[config.mk]
export PLATFORM = sky130hd
export DESIGN_NAME = cpwm_unit
export DESIGN_NICKNAME = d
export VERILOG_FILES = /design/src/pkg/cpwm_pkg.sv /design/src/pkg/cpwm_tick_if.sv /design/src/cpwm_ctimer.sv /design/src/cpwm_t2.sv /design/src/cpwm_unit.sv
export SDC_FILE = /design/constraint.sdc
export NUM_CORES = 1
export LEC_CHECK = 0
export BUFFER_PORTS_ARGS = -buffer_cell sky130_fd_sc_hd__clkbuf_2
export CAP_MARGIN = 10
export CORE_ASPECT_RATIO = 1.1
export CORE_MARGIN = 4
export CORE_UTILIZATION = 45
export DETAILED_ROUTE_END_ITERATION = 7
export PLACE_DENSITY_LB_ADDON = 0.25
export SLEW_MARGIN = 20
export SYNTH_ARGS = -nofsm -noshare
export SYNTH_HDL_FRONTEND = slang
export SYNTH_HIERARCHICAL = 1
export SYNTH_SLANG_ARGS = --single-unit
[constraint.sdc]
create_clock -name CORE_CLK -period 7.5 [get_ports CORE_CLK]
set_input_delay 1.5 -clock CORE_CLK [delete_from_list [all_inputs] [get_ports CORE_CLK]]
set_output_delay 1.5 -clock CORE_CLK [all_outputs]
set_load 0.01 [all_outputs]
[src/pkg/cpwm_pkg.sv]
// Constants and types for the compare/PWM unit
// Assumes a single core clock; the CPU side drives plain control ports
package cpwm_pkg;
    localparam int                 NUM_FAST        = 8;
    localparam logic [15:0]        T2_RESET        = 16'h0000;
    localparam logic [15:0]        TIMER_MAX       = 16'hffff;
    localparam logic [15:0]        RELOAD_RESET    = 16'h0000;
    localparam logic [15:0]        COMPARE_RESET   = 16'h0000;
    localparam logic [2:0]         PRESCALE_RESET  = 3'h0;
    localparam logic [7:0]         PRESCALE_CNT0   = 8'h00;
    localparam int                 MODE_BIT        = 0;
    localparam int                 FAST_PIN0       = 0;

    typedef enum logic [0:0] {
        CPWM_MODE0,
        CPWM_MODE1
    } cpwm_mode_t;

    // Divider terminal value for select s: fosc/2^(s+1), one core clock is fosc/2
    function automatic logic [7:0] prescale_limit(input logic [2:0] sel);
        prescale_limit = 8'((9'h001 << sel) - 9'h001);
    endfunction : prescale_limit
endpackage : cpwm_pkg

[src/pkg/cpwm_tick_if.sv]
// Compare timer tick and overflow carried between modules
// Assumes all users run on the core clock
interface cpwm_tick_if;
    logic        tick;
    logic        overflow;
    logic [15:0] count;
    modport timer (output tick, output overflow, output count);
    modport user  (input tick, input overflow, input count);
endinterface : cpwm_tick_if

[src/cpwm_ctimer.sv]
// Fast compare timer with prescaler and 16-bit reload
// Assumes a synchronous active-low reset on the core clock
module cpwm_ctimer (
    input  wire logic        clk,
    input  wire logic        rst_n,
    input  wire logic        run,
    input  wire logic [2:0]  clk_sel,
    input  wire logic [15:0] reload,
    cpwm_tick_if.timer       tk
);
    logic [7:0]  prescale;
    logic [15:0] count;

    assign tk.tick     = run && (prescale >= cpwm_pkg::prescale_limit(clk_sel));
    assign tk.overflow = tk.tick && (count == cpwm_pkg::TIMER_MAX);
    assign tk.count    = count;

    always_ff @(posedge clk) begin
        if (!rst_n || !run || tk.tick) begin
            prescale <= cpwm_pkg::PRESCALE_CNT0;
        end else begin
            prescale <= prescale + 8'h01;
        end
    end

    always_ff @(posedge clk) begin
        if (!rst_n) begin
            count <= cpwm_pkg::RELOAD_RESET;
        end else if (tk.overflow) begin
            count <= reload;
        end else if (tk.tick) begin
            count <= count + 16'h0001;
        end
    end

    property p_reload_on_ovf;
        @(posedge clk) disable iff (!rst_n)
        tk.overflow |=> count == $past(reload);
    endproperty
    a_reload_on_ovf: assert property (p_reload_on_ovf) else $error("no reload");

    property p_div2_every_cycle;
        @(posedge clk) disable iff (!rst_n)
        (run && clk_sel == 3'h0 && $past(run)) |-> tk.tick;
    endproperty
    a_div2_every_cycle: assert property (p_div2_every_cycle) else $error("div2 tick");
endmodule : cpwm_ctimer

[src/cpwm_t2.sv]
// Timer 2, free running over the full 16-bit range
// Assumes a synchronous active-low reset on the core clock
module cpwm_t2 (
    input  wire logic  clk,
    input  wire logic  rst_n,
    input  wire logic  run,
    cpwm_tick_if.timer tk
);
    logic [15:0] count;

    assign tk.tick     = run;
    assign tk.overflow = run && (count == cpwm_pkg::TIMER_MAX);
    assign tk.count    = count;

    always_ff @(posedge clk) begin
        if (!rst_n) begin
            count <= cpwm_pkg::T2_RESET;
        end else if (run) begin
            count <= count + 16'h0001;
        end
    end

    property p_wrap_to_zero;
        @(posedge clk) disable iff (!rst_n)
        tk.overflow |=> count == 16'h0000;
    endproperty
    a_wrap_to_zero: assert property (p_wrap_to_zero) else $error("t2 wrap");
endmodule : cpwm_t2

[src/cpwm_unit.sv]
// Compare/PWM unit: timer 2 with two compare channels, fast compare bank
// Assumes CPU writes arrive as one-cycle strobes on the core clock
//
// Operation
// - Mode 0: timer overflow drives all its mode 0 compare outputs low together.
// - Mode 0: output goes high when count equals active compare latch.
// - Mode 1: software sets both edges; overflow leaves output alone.
// - Mode 1: a match copies the preloaded port latch level to the pin.
// - Every compare match sets that channel's interrupt request.
// - Each channel has its own independent request flag.
// - Timer 2 matches a and b drive two external interrupt lines.
// - Timer 2 counts zero to all-ones then overflows.
// - Compare timer has 16-bit reload and eight fosc/2..fosc/256 clocks.
// - With fosc/2 selected the compare timer steps every machine cycle.
// - On overflow the compare timer reloads and counts to all-ones.
// - Select bit n assigns fast register n to the compare timer, mode 0.
// - Enable bit n lets fast register n drive its pin.
// - Overflow request reaches CPU only with local and global enable.
// - Fast register writes are shadowed, loaded on compare timer overflow.
// - That overflow also raises a new overflow request.
// - The compare timer serves eight fast channels at once.
module cpwm_unit (
    input  wire logic        CORE_CLK,
    input  wire logic        RST_N,
    input  wire logic        T2_RUN,
    input  wire logic [1:0]  T2_MODE,
    input  wire logic        T2_CMP_WR_A,
    input  wire logic        T2_CMP_WR_B,
    input  wire logic [15:0] T2_CMP_DATA,
    input  wire logic [1:0]  T2_PORT_LATCH,
    input  wire logic [1:0]  T2_IRQ_CLR,
    input  wire logic        CT_RUN,
    input  wire logic [2:0]  COMPARE_TIMER_CONTROL,
    input  wire logic [7:0]  COMPARE_TIMER_RELOAD_HIGH,
    input  wire logic [7:0]  COMPARE_TIMER_RELOAD_LOW,
    input  wire logic [7:0]  FAST_COMPARE_SELECT,
    input  wire logic [7:0]  FAST_COMPARE_OUTPUT_ENABLE,
    input  wire logic [7:0]  FAST_PORT_LATCH,
    input  wire logic [7:0]  FAST_WR_HIGH,
    input  wire logic [7:0]  FAST_WR_LOW,
    input  wire logic [7:0]  FAST_WR_DATA,
    input  wire logic [7:0]  FAST_IRQ_CLR,
    input  wire logic        COMPARE_TIMER_OVERFLOW_IRQ_ENABLE,
    input  wire logic        GLOBAL_IRQ_ENABLE,
    input  wire logic        CT_IRQ_CLR,
    output logic      [1:0]  T2_PIN,
    output logic      [7:0]  FAST_PIN,
    output logic      [7:0]  FAST_PIN_OE,
    output logic             COMPARE_IRQ_LINE_A,
    output logic             COMPARE_IRQ_LINE_B,
    output logic      [7:0]  FAST_IRQ,
    output logic             CT_OVF_FLAG,
    output logic             CT_IRQ,
    output logic      [15:0] CT_COUNT
);
    ////////////////////////////////////////////////////////////////////////////
    // Timers
    cpwm_tick_if t2_tk ();
    cpwm_tick_if ct_tk ();

    cpwm_t2 u_t2 (
        .clk   (CORE_CLK),
        .rst_n (RST_N),
        .run   (T2_RUN),
        .tk    (t2_tk.timer)
    );

    cpwm_ctimer u_ct (
        .clk     (CORE_CLK),
        .rst_n   (RST_N),
        .run     (CT_RUN),
        .clk_sel (COMPARE_TIMER_CONTROL),
        .reload  ({COMPARE_TIMER_RELOAD_HIGH, COMPARE_TIMER_RELOAD_LOW}),
        .tk      (ct_tk.timer)
    );

    ////////////////////////////////////////////////////////////////////////////
    // Timer 2 compare channels a and b
    logic [15:0] t2_compare_reg_a;
    logic [15:0] t2_compare_reg_b;
    logic [1:0]  t2_match;
    logic [1:0]  t2_irq;

    assign t2_match[0] = t2_tk.tick && (t2_tk.count == t2_compare_reg_a);
    assign t2_match[1] = t2_tk.tick && (t2_tk.count == t2_compare_reg_b);

    always_ff @(posedge CORE_CLK) begin
        if (!RST_N) begin
            t2_compare_reg_a <= cpwm_pkg::COMPARE_RESET;
            t2_compare_reg_b <= cpwm_pkg::COMPARE_RESET;
        end else begin
            if (T2_CMP_WR_A) begin
                t2_compare_reg_a <= T2_CMP_DATA;
            end
            if (T2_CMP_WR_B) begin
                t2_compare_reg_b <= T2_CMP_DATA;
            end
        end
    end

    always_ff @(posedge CORE_CLK) begin
        for (int i = 0; i < 2; i++) begin
            if (!RST_N) begin
                T2_PIN[i] <= 1'b0;
            end else if (T2_MODE[i] == cpwm_pkg::CPWM_MODE1) begin
                if (t2_match[i]) begin
                    T2_PIN[i] <= T2_PORT_LATCH[i];
                end
            end else if (t2_tk.overflow) begin
                T2_PIN[i] <= 1'b0;
            end else if (t2_match[i]) begin
                T2_PIN[i] <= 1'b1;
            end
        end
    end

    always_ff @(posedge CORE_CLK) begin
        for (int i = 0; i < 2; i++) begin
            if (!RST_N) begin
                t2_irq[i] <= 1'b0;
            end else if (t2_match[i]) begin
                t2_irq[i] <= 1'b1;
            end else if (T2_IRQ_CLR[i]) begin
                t2_irq[i] <= 1'b0;
            end
        end
    end

    assign COMPARE_IRQ_LINE_A = t2_irq[0];
    assign COMPARE_IRQ_LINE_B = t2_irq[1];

    ////////////////////////////////////////////////////////////////////////////
    // Fast compare bank
    logic [15:0] fast_shadow [cpwm_pkg::NUM_FAST];
    logic [15:0] fast_active [cpwm_pkg::NUM_FAST];
    logic [7:0]  fast_match;
    logic [7:0]  fast_out;
    logic [7:0]  fast_irq;

    always_comb begin
        for (int i = 0; i < cpwm_pkg::NUM_FAST; i++) begin
            fast_match[i] = FAST_COMPARE_SELECT[i] && ct_tk.tick
                            && (ct_tk.count == fast_active[i]);
        end
    end

    always_ff @(posedge CORE_CLK) begin
        for (int i = 0; i < cpwm_pkg::NUM_FAST; i++) begin
            if (!RST_N) begin
                fast_shadow[i] <= cpwm_pkg::COMPARE_RESET;
            end else begin
                if (FAST_WR_HIGH[i]) begin
                    fast_shadow[i][15:8] <= FAST_WR_DATA;
                end
                if (FAST_WR_LOW[i]) begin
                    fast_shadow[i][7:0] <= FAST_WR_DATA;
                end
            end
        end
    end

    always_ff @(posedge CORE_CLK) begin
        for (int i = 0; i < cpwm_pkg::NUM_FAST; i++) begin
            if (!RST_N) begin
                fast_active[i] <= cpwm_pkg::COMPARE_RESET;
            end else if (ct_tk.overflow) begin
                fast_active[i] <= fast_shadow[i];
            end
        end
    end

    always_ff @(posedge CORE_CLK) begin
        for (int i = 0; i < cpwm_pkg::NUM_FAST; i++) begin
            if (!RST_N) begin
                fast_out[i] <= 1'b0;
            end else if (!FAST_COMPARE_SELECT[i]) begin
                fast_out[i] <= FAST_PORT_LATCH[i];
            end else if (ct_tk.overflow) begin
                fast_out[i] <= 1'b0;
            end else if (fast_match[i]) begin
                fast_out[i] <= 1'b1;
            end
        end
    end

    always_ff @(posedge CORE_CLK) begin
        for (int i = 0; i < cpwm_pkg::NUM_FAST; i++) begin
            if (!RST_N) begin
                fast_irq[i] <= 1'b0;
            end else if (fast_match[i]) begin
                fast_irq[i] <= 1'b1;
            end else if (FAST_IRQ_CLR[i]) begin
                fast_irq[i] <= 1'b0;
            end
        end
    end

    assign FAST_PIN    = fast_out;
    assign FAST_PIN_OE = FAST_COMPARE_OUTPUT_ENABLE;
    assign FAST_IRQ    = fast_irq;

    ////////////////////////////////////////////////////////////////////////////
    // Compare timer overflow request
    logic ct_flag;

    always_ff @(posedge CORE_CLK) begin
        if (!RST_N) begin
            ct_flag <= 1'b0;
        end else if (ct_tk.overflow) begin
            ct_flag <= 1'b1;
        end else if (CT_IRQ_CLR) begin
            ct_flag <= 1'b0;
        end
    end

    assign CT_OVF_FLAG = ct_flag;
    assign CT_IRQ      = ct_flag && COMPARE_TIMER_OVERFLOW_IRQ_ENABLE && GLOBAL_IRQ_ENABLE;
    assign CT_COUNT    = ct_tk.count;

    ////////////////////////////////////////////////////////////////////////////
    // Checks
    property p_t2_ovf_low;
        @(posedge CORE_CLK) disable iff (!RST_N)
        (t2_tk.overflow && T2_MODE[0] == cpwm_pkg::CPWM_MODE0) |=> !T2_PIN[0];
    endproperty
    a_t2_ovf_low: assert property (p_t2_ovf_low) else $error("mode0 ovf not low");

    property p_fast_match_high;
        @(posedge CORE_CLK) disable iff (!RST_N)
        (fast_match[0] && !ct_tk.overflow && FAST_COMPARE_SELECT[0]) |=> FAST_PIN[0];
    endproperty
    a_fast_match_high: assert property (p_fast_match_high) else $error("no rise");

    property p_mode1_hold;
        @(posedge CORE_CLK) disable iff (!RST_N)
        (T2_MODE[1] == cpwm_pkg::CPWM_MODE1 && !t2_match[1]) |=> $stable(T2_PIN[1]);
    endproperty
    a_mode1_hold: assert property (p_mode1_hold) else $error("mode1 moved");

    property p_mode1_latch;
        @(posedge CORE_CLK) disable iff (!RST_N)
        (T2_MODE[1] == cpwm_pkg::CPWM_MODE1 && t2_match[1])
            |=> T2_PIN[1] == $past(T2_PORT_LATCH[1]);
    endproperty
    a_mode1_latch: assert property (p_mode1_latch) else $error("latch not copied");

    property p_irq_line;
        @(posedge CORE_CLK) disable iff (!RST_N)
        t2_match[0] |=> COMPARE_IRQ_LINE_A;
    endproperty
    a_irq_line: assert property (p_irq_line) else $error("no irq a");

    property p_irq_indep;
        @(posedge CORE_CLK) disable iff (!RST_N)
        (fast_match[1] && !fast_match[0] && !FAST_IRQ_CLR[0])
            |=> fast_irq[0] == $past(fast_irq[0]);
    endproperty
    a_irq_indep: assert property (p_irq_indep) else $error("flags coupled");

    property p_shadow_load;
        @(posedge CORE_CLK) disable iff (!RST_N)
        ct_tk.overflow |=> fast_active[0] == $past(fast_shadow[0]);
    endproperty
    a_shadow_load: assert property (p_shadow_load) else $error("shadow not loaded");

    property p_shadow_hold;
        @(posedge CORE_CLK) disable iff (!RST_N)
        !ct_tk.overflow |=> $stable(fast_active[0]);
    endproperty
    a_shadow_hold: assert property (p_shadow_hold) else $error("early load");

    property p_ovf_flag;
        @(posedge CORE_CLK) disable iff (!RST_N)
        ct_tk.overflow |=> CT_OVF_FLAG;
    endproperty
    a_ovf_flag: assert property (p_ovf_flag) else $error("no ovf flag");

    property p_irq_gate;
        @(posedge CORE_CLK) disable iff (!RST_N)
        CT_IRQ |-> (GLOBAL_IRQ_ENABLE && COMPARE_TIMER_OVERFLOW_IRQ_ENABLE && CT_OVF_FLAG);
    endproperty
    a_irq_gate: assert property (p_irq_gate) else $error("ungated irq");

    property p_t2_match_high;
        @(posedge CORE_CLK) disable iff (!RST_N)
        (t2_match[0] && !t2_tk.overflow && T2_MODE[0] == cpwm_pkg::CPWM_MODE0) |=> T2_PIN[0];
    endproperty
    a_t2_match_high: assert property (p_t2_match_high) else $error("mode0 no rise");

    property p_irq_line_b;
        @(posedge CORE_CLK) disable iff (!RST_N)
        t2_match[1] |=> COMPARE_IRQ_LINE_B;
    endproperty
    a_irq_line_b: assert property (p_irq_line_b) else $error("no irq b");

    property p_t2_irq_clear;
        @(posedge CORE_CLK) disable iff (!RST_N)
        (T2_IRQ_CLR[0] && !t2_match[0]) |=> !COMPARE_IRQ_LINE_A;
    endproperty
    a_t2_irq_clear: assert property (p_t2_irq_clear) else $error("irq a stuck");

    property p_fast_all_low;
        @(posedge CORE_CLK) disable iff (!RST_N)
        ct_tk.overflow |=> (FAST_PIN & $past(FAST_COMPARE_SELECT)) == 8'h00;
    endproperty
    a_fast_all_low: assert property (p_fast_all_low) else $error("ovf not all low");

    property p_fast_irq_set;
        @(posedge CORE_CLK) disable iff (!RST_N)
        fast_match[0] |=> FAST_IRQ[0];
    endproperty
    a_fast_irq_set: assert property (p_fast_irq_set) else $error("no fast irq");

    property p_fast_irq_clear;
        @(posedge CORE_CLK) disable iff (!RST_N)
        (FAST_IRQ_CLR[0] && !fast_match[0]) |=> !FAST_IRQ[0];
    endproperty
    a_fast_irq_clear: assert property (p_fast_irq_clear) else $error("fast irq stuck");

    property p_unsel_latch;
        @(posedge CORE_CLK) disable iff (!RST_N)
        (RST_N && !FAST_COMPARE_SELECT[2]) |=> FAST_PIN[2] == $past(FAST_PORT_LATCH[2]);
    endproperty
    a_unsel_latch: assert property (p_unsel_latch) else $error("latch not on pin");

    property p_shadow_load_b;
        @(posedge CORE_CLK) disable iff (!RST_N)
        ct_tk.overflow |=> fast_active[1] == $past(fast_shadow[1]);
    endproperty
    a_shadow_load_b: assert property (p_shadow_load_b) else $error("shadow 1 not loaded");

    property p_ovf_clear;
        @(posedge CORE_CLK) disable iff (!RST_N)
        (CT_IRQ_CLR && !ct_tk.overflow) |=> !CT_OVF_FLAG;
    endproperty
    a_ovf_clear: assert property (p_ovf_clear) else $error("ovf flag stuck");

    property p_ovf_sticky;
        @(posedge CORE_CLK) disable iff (!RST_N)
        (CT_OVF_FLAG && !CT_IRQ_CLR) |=> CT_OVF_FLAG;
    endproperty
    a_ovf_sticky: assert property (p_ovf_sticky) else $error("ovf flag lost");
endmodule : cpwm_unit

==> results of run 1 <==
[stage by stage]
step | setup slack (ps) | cell area, um^2 | util (%) | cells | hold WS [ps]
2_1_floorplan | 1230 | 16000 | - | 1313 | 426
3_3_place_gp | 2280 | 16900 | 48.2 | 1814 | 440
3_5_place_dp | 2190 | 16900 | 48.2 | 1814 | 448
4_1_cts | 2730 | 18300 | 52.1 | 1884 | 461
5_1_grt | 2370 | 18300 | 52.1 | 1884 | 488
6_report | 2710 | 18300 | 52.1 | 1885 | 459
[power breakdown]
group | internal, mW | switching (mW)
logic | 0.0849 | 0.142
clock network | 1.30 | 0.763
registers | 2.16 | 0.0332
total | 3.55 | 0.938
[cells in the mapped netlist, drive strengths merged (2+ instances only)]
cell    number
a211oi       6
a21oi       18
a311oi       4
a31o         2
a31oi        9
a41oi        4
and2        11
and3       263
buf         29
clkbuf      67
dfxtp       93
edfxtp     256
ha          11
inv         30
mux2i       39
nand2       50
nand2b      23
nand3       27
nand4       22
nor2        26
nor2b       39
nor3         8
nor4        37
o21a         4
o21ai        9
o22ai        7
o31a         7
o31ai        5
o32ai       10
o41ai        2
or3          3
or4          4
or4b         2
xnor2       59
xor2       111
[registers in the layout (all words and copies together) (netlist names)]
signal / count
FAST_PIN: 8
u_ct/prescale: 8
T2_PIN: 2
t2_compare_reg_a: 16
t2_compare_reg_b: 16
t2_irq: 2
u_t2/tk.count: 16
fast_shadow: 128
CT_OVF_FLAG: 1
FAST_IRQ: 8
fast_active: 128
u_ct/tk.count: 16
[cell families after synthesis]
| logic type | Yosys count | synth area share [%] |
|---|---|---|
| AND/OR/NAND/NOR | 519 | 19.6 |
| flip-flops | 349 | 59.8 |
| XOR/XNOR | 170 | 9.32 |
| buffers and inverters | 127 | 3.49 |
| AO/OA/AOI/OAI | 97 | 4.43 |
| multiplexers | 39 | 2.44 |
| adder cells (fa/ha/maj) | 11 | 0.862 |
| other | 1 | 0.0235 |
[cell type report]
type | count | area (um^2) | area share, %
inverters | 31 | 119 | 0.649
multi-input cells | 837 | 5870 | 32.0
clock buffers | 44 | 995 | 5.43
repair buffers | 153 | 830 | 4.53
well taps | 444 | 556 | 3.03
clock inverters | 26 | 399 | 2.18
flip-flops and latches | 349 | 9550 | 52.1
diodes | 1 | 2.50 | 0.0137
[critical path, delay by kind of cell]
| family | cells | cell delay (ps) |
|---|---|---|
| AO/OA/AOI/OAI | 2 | 880 |
| adder cells (fa/ha/maj) | 1 | 280 |
| buffers and inverters | 3 | 1050 |
| AND/OR/NAND/NOR | 5 | 1170 |
[worst paths after layout]
| check | endpoint | cells past startpoint |
|---|---|---|
| worst max-delay path | fast_active[1][5] | 11 |
| worst min-delay path | u_ct/prescale[0] | 1 |
| worst max register to register | fast_active[1][5] | 9 |
| worst min register to register | u_ct/prescale[0] | 1 |
[per-layer routing]
metal | GRT usage [%] | wire length [um] | part of all wire, % | vias to the layer above
met4 | 5.24 | 756 | 2.0 | 0
met3 | 3.63 | 2330 | 6.0 | 56
met5 | 0 | 0 | 0 | -
met1 | 25.9 | 16500 | 43 | 5049
met2 | 33.7 | 19000 | 49 | 322
li1 | - | - | - | 5003
==> impl_results.md, run 1 <==
* CTS tree: done
* Overall global routing resource usage at 19.7%
* Setup Skew at 24.5 ps
* Netlist cell types at 60
* Ys Warns at 6
* Critical Path AT at 4990 ps
* Final WL at 38.5 mm
* Number of flops mapped to enable cells by yosys at 256
* HP Start: u_ct/prescale[0]
* Final setup fails at 0
* Height of the chip at 206 um
* Seq/Total Area, Yosys at 59.8%
* Top-area cell type share of the netlist area at 48.1%
* Commonest non-fill, non-tap cells in the layout: and3_1, edfxtp_1, clkbuf_2
* Vias after detailed routing at 10400
* Required @ worst endpoint at 7690 ps
* Commonest non-fill, non-tap cell in the layout: and3_1
* Layout area overhead at 14.7%
* Top FF cell, synth: edfxtp_1
* Maximum capacitance violations at 0
* Final Max Slew Viols at 0
* CTS Buffer Depth at 3
* GR Overflow Total at 0
* Vias in the first global route at 10400
* Final ANT Viol Nets at 0
* Root buf cell: clkbuf_16
* Final hold violation count at 0
* # H-tree levels at 2
* First-pass DRT Iterations at 5
* Synth area leaders: edfxtp_1, dfxtp_1, and3_1, xor2_1, xnor2_1
* P_leak at 8.23 nW
* Width of the die at 188 um
* Core area at 35100 um^2
* Clk pin slew, worst setup/hold paths at 60 ps
* Die area at 38600 um^2
* Sinks on Clock Net at 349
* First-pass GRT wire length at 59.5 mm
* HPWL after DPL at 23.9 mm
* CTS hold repair buffers at 0
* Num CTS Buffers at 38
* Async S/R FF share, synth at 0%
* Clk_lat worst skew at 540 ps
* FP Rows at 72
* Ordered cell list for the critical path: clkbuf_2 > or3_1 > ha_1 > nand2b_4 > a2111oi_4 > o21bai_1 > nand2_1 > nor3_2 > nor2b_2 > inv_4 > buf_12
* Worst min path class: flip-flop to flip-flop
* Total power at 4.48 mW
* Power per Cell Area at 245 nW/um^2
* IO Port Bufs at 135
* Flop-to-flop setup slack at 3560 ps
* Peak fanout along the critical path at 68
* Syn_area_per_cell at 12.2 um^2
* GP Congestion at 0.839
* Status: finished, final reports clean
* Io pins at 152
* Relative slew slack at 30.0%
* Post_cts resized at 0
* Unrepaired setup endpoints after global routing: false
* Setup crit end kind: flip-flop
* Netlist Area Pre-Place at 16000 um^2
* Fin crit share at 63.9%
* Worst vdd ir at 153 uV
* Synth area leader: edfxtp_1
* Final Critical Period at 4790 ps
* Setup TNS at 0 ps
* Worst Tran Pin Value at 1050 ps
* DRC viols at 0
* R2R Path Start: u_ct/prescale[2]
* Starting Density at 45.5%
* Drt first-iter violations at 840
* Vias per inst at 5.53
* Pin count of the biggest net entering global routing at 131
* Post-synthesis net count at 1430
* Slowest stage delay, CP at 810 ps
* Proportion of layout cells with a drive suffix above 1 at 16.2%
* #FFs+latches synth at 349
* Kind of start point of the critical path: input port
* Crit path launch: COMPARE_TIMER_CONTROL[0]
* Fillers at 3076
* Slowest CP cell: o21bai_1
* Highest clock rate at 209 MHz
* Wire per inst at 20.4 um
* Setup Fix Bufs, Post-CTS at 0
* Setup CP Type: input port to flip-flop
* Initial antenna violation count at 2
* Nets at 1527
* Mapped Cells at 1313
(Power assumes the default switching activity.)
==> run 2, diff against run 1 <==
clock period = 4.1 ns   (was 7.5 ns; I/O delays follow)
==> run 2 against run 1 <==
Combinational power is 85% higher. Critical endpoint is now fast_active[0][60]. Clock-buffer cell count is 14 higher. Critical path type unchanged. First-iteration DRC count increased by 2.6%. Highest routed layer is now met5. Critical path depth stayed put.
==> impl_results.md, run 2 (same netlist as run 1, synthesis figures left out) <==
* Vias after detailed routing at 10400 (-0.34%)
* First-pass DRT Iterations at 5 (unchanged)
* Biggest regs: fast_active (128), fast_shadow (128)
* Wire per inst at 20.4 um (-0.35%)
* Relative slew slack at 53.2% (+23 points)
* Peak fanout along the critical path at 128 (+88%)
* Highest clock rate at 327 MHz
* Worst Tran Pin Value at 702 ps (-347 ps)
* Drt first-iter violations at 862 (+2.6%)
* Required @ worst endpoint at 4270 ps (-3420 ps)
* Slowest stage delay, CP at 370 ps (-440 ps)
* Vias per inst at 5.49 (-0.70%)
* Proportion of layout cells with a drive suffix above 1 at 15.8% (-0.42 points)
* Reg2reg path depth at 9 (unchanged)
* Flop pwr share at 52.4% (+3.5 points)
* Crit path launch: COMPARE_TIMER_CONTROL[0]
* Starting Density at 45.5% (unchanged)
* Worst min path class: flip-flop to flip-flop
* Commonest non-fill, non-tap cells in the layout: and3_1, edfxtp_1, clkbuf_2
* P_leak at 8.17 nW (-0.78%)
* Pre-CTS setup slack at 556 ps (-1630 ps)
* Final Worst Setup Slack at 1040 ps (-1670 ps)
* R2R Path Start: u_ct/prescale[2]
* HPWL after DPL at 24.0 mm (+0.44%)
* Clk pwr share at 42.2% (-3.8 points)
* Comb pwr share at 5.5% (+0.4 points)
* Setup Fix Bufs, Post-CTS at 0 (unchanged)
* R2R Path End: fast_active[0][60]
* Multi-input gate area at 5880 um^2 (about the same)
* Buffers and inverters on the worst path at 3 (unchanged)
* Total power at 7.67 mW (+71%)
* CP Capture Point: fast_active[0][60]
* Flop-to-flop setup slack at 1200 ps (-2360 ps)
* Setup crit end kind: flip-flop
* Crit-path leading delay family: simple AND/OR/NAND/NOR gates
* Final Max Slew Viols at 0 (unchanged)
* Post-route insts no fill at 1892 (+0.37%)
* GR Overflow Total at 0 (unchanged)
* Io pins at 152 (unchanged)
* Fin crit share at 74.6%
* Status: finished, final reports clean
* Design Area, Final at 18200 um^2 (-0.71%)
* Layout area overhead at 13.9%
* Crit. path cell count at 11 (unchanged)
* # H-tree levels at 2 (unchanged)
* First-pass GRT wire length at 59.4 mm (about the same)
* Unrepaired setup endpoints after global routing: false
* Fillers at 3080 (+0.13%)
* Setup CP Type: input port to flip-flop
* Final hold violation count at 0 (unchanged)
* Die area at 38600 um^2 (unchanged)
* Width of the die at 188 um (unchanged)
* Post-Place Cells at 1823 (+0.50%)
* Net switching power at 1.65 mW (+76%)
* Root buf cell: clkbuf_16
* Maximum capacitance violations at 0 (unchanged)
* Layout Utilization at 51.8% (-0.37 points)
* Critical Path AT at 3230 ps (-1760 ps)
* CTS tree: done
* Commonest non-fill, non-tap cell in the layout: and3_1
* Final setup fails at 0 (unchanged)
* Post_cts resized at 0 (unchanged)
* Overall global routing resource usage at 19.7% (+0.090 points)
* Pin count of the biggest net entering global routing at 134 (+2.3%)
* IO Port Bufs at 135 (unchanged)
* Initial antenna violation count at 3 (+1)
* Slowest CP cell: or3_1
* Smallest hold slack at 455 ps (-3.50 ps)
* Setup Skew at 12.4 ps (-12.1 ps)
* Switching Fraction at 21.5% (+0.61 points)
* Post-DP Area at 17000 um^2 (+0.58%)
* Sinks on Clock Net at 349 (unchanged)
* Height of the chip at 206 um (unchanged)
* Clk pin slew, worst setup/hold paths at 60 ps (about the same)
* Vias in the first global route at 10400 (-0.019%)
* FP Rows at 72 (unchanged)
* Final Critical Period at 3060 ps
* Int Pwr at 6.02 mW (+70%)
* Power per Cell Area at 422 nW/um^2 (+72%)
* Nets at 1535 (+0.52%)
* Worst vdd ir at 213 uV (+39%)
* Kind of start point of the critical path: input port
* GP Congestion at 0.827 (-1.3%)
* CTS Buffer Depth at 3 (unchanged)
* Final ANT Viol Nets at 0 (unchanged)
* Ordered cell list for the critical path: clkbuf_2 > or3_1 > ha_1 > nand2b_4 > a2111oi_4 > o21bai_1 > nand2_1 > nor3_4 > nor2b_1 > clkinvlp_4 > buf_12
* Num CTS Buffers at 37 (-2.6%)
* Setup TNS at 0 ps (unchanged)
* Register area at 9550 um^2 (unchanged)
* Core area at 35100 um^2 (unchanged)
* Final WL at 38.6 mm (about the same)
* DRC viols at 0 (unchanged)
* Clk_lat worst skew at 530 ps (about the same)
* CTS hold repair buffers at 0 (unchanged)
==> run 2: cell types whose count changed in the layout (fill, tap and decap cells not counted), moves of 2 or more <==
| cell | previous run | this run |
|---|---|---|
| buf_12 | 1 | 3 |
| inv_6 | 0 | 2 |
| clkinv_2 | 8 | 0 |
| clkinvlp_4 | 1 | 3 |
| clkinv_8 | 2 | 0 |
| clkbuf_1 | 5 | 18 |
| buf_4 | 17 | 24 |
| bufinv_16 | 10 | 2 |
| clkinv_1 | 6 | 4 |
==> run 2: cell type report <==
cell class | instances | share of cell area [%]
sequential | 349 | 52.5
multi-input combinational | 837 | 32.3
clock buffer | 58 | 5.81
timing repair buffer | 162 | 5.07
tap | 444 | 3.05
inverter | 31 | 0.660
clock inverter | 10 | 0.598
antenna | 1 | 0.0138
==> run 2: worst min path at each step <==
stage	startpoint	endpoint	slack (ps)	cells after the start
finish	u_ct/prescale[0]	u_ct/prescale[0]	460	1
global route	u_ct/prescale[0]	u_ct/prescale[0]	490	1
CTS	u_ct/prescale[0]	u_ct/prescale[0]	460	1
detailed placement	u_ct/prescale[0]	u_ct/prescale[0]	450	1
global placement	u_ct/prescale[0]	u_ct/prescale[0]	440	1
floorplan	u_ct/prescale[0]	u_ct/prescale[0]	430	1
==> run 2: power by group through the flow <==
stage	clock (mW)	sequential (mW)	combinational, mW
finish	3.23	4.02	0.419
global route	3.44	4.03	0.464
CTS	3.31	4.02	0.424
detailed placement	0	4.09	0.422
global placement	0	4.09	0.414
floorplan	0	4.07	0.265
==> run 2: layer usage <==
layer	wire length, um	global-route usage, %
met1	16500	25.7
met2	18800	33.6
met3	2280	3.85
met4	985	6.29
met5	34	0
==> run 2: worst register-to-register path: stages, from the launching register on <==
cell and delay [ps]:
dfxtp_1 420, ha_1 250, o21ai_0 100, a211o_1 310, o21bai_1 210, nand2_1 220, nor3_4 230, nor2b_1 120
clkinvlp_4 100, buf_12 470
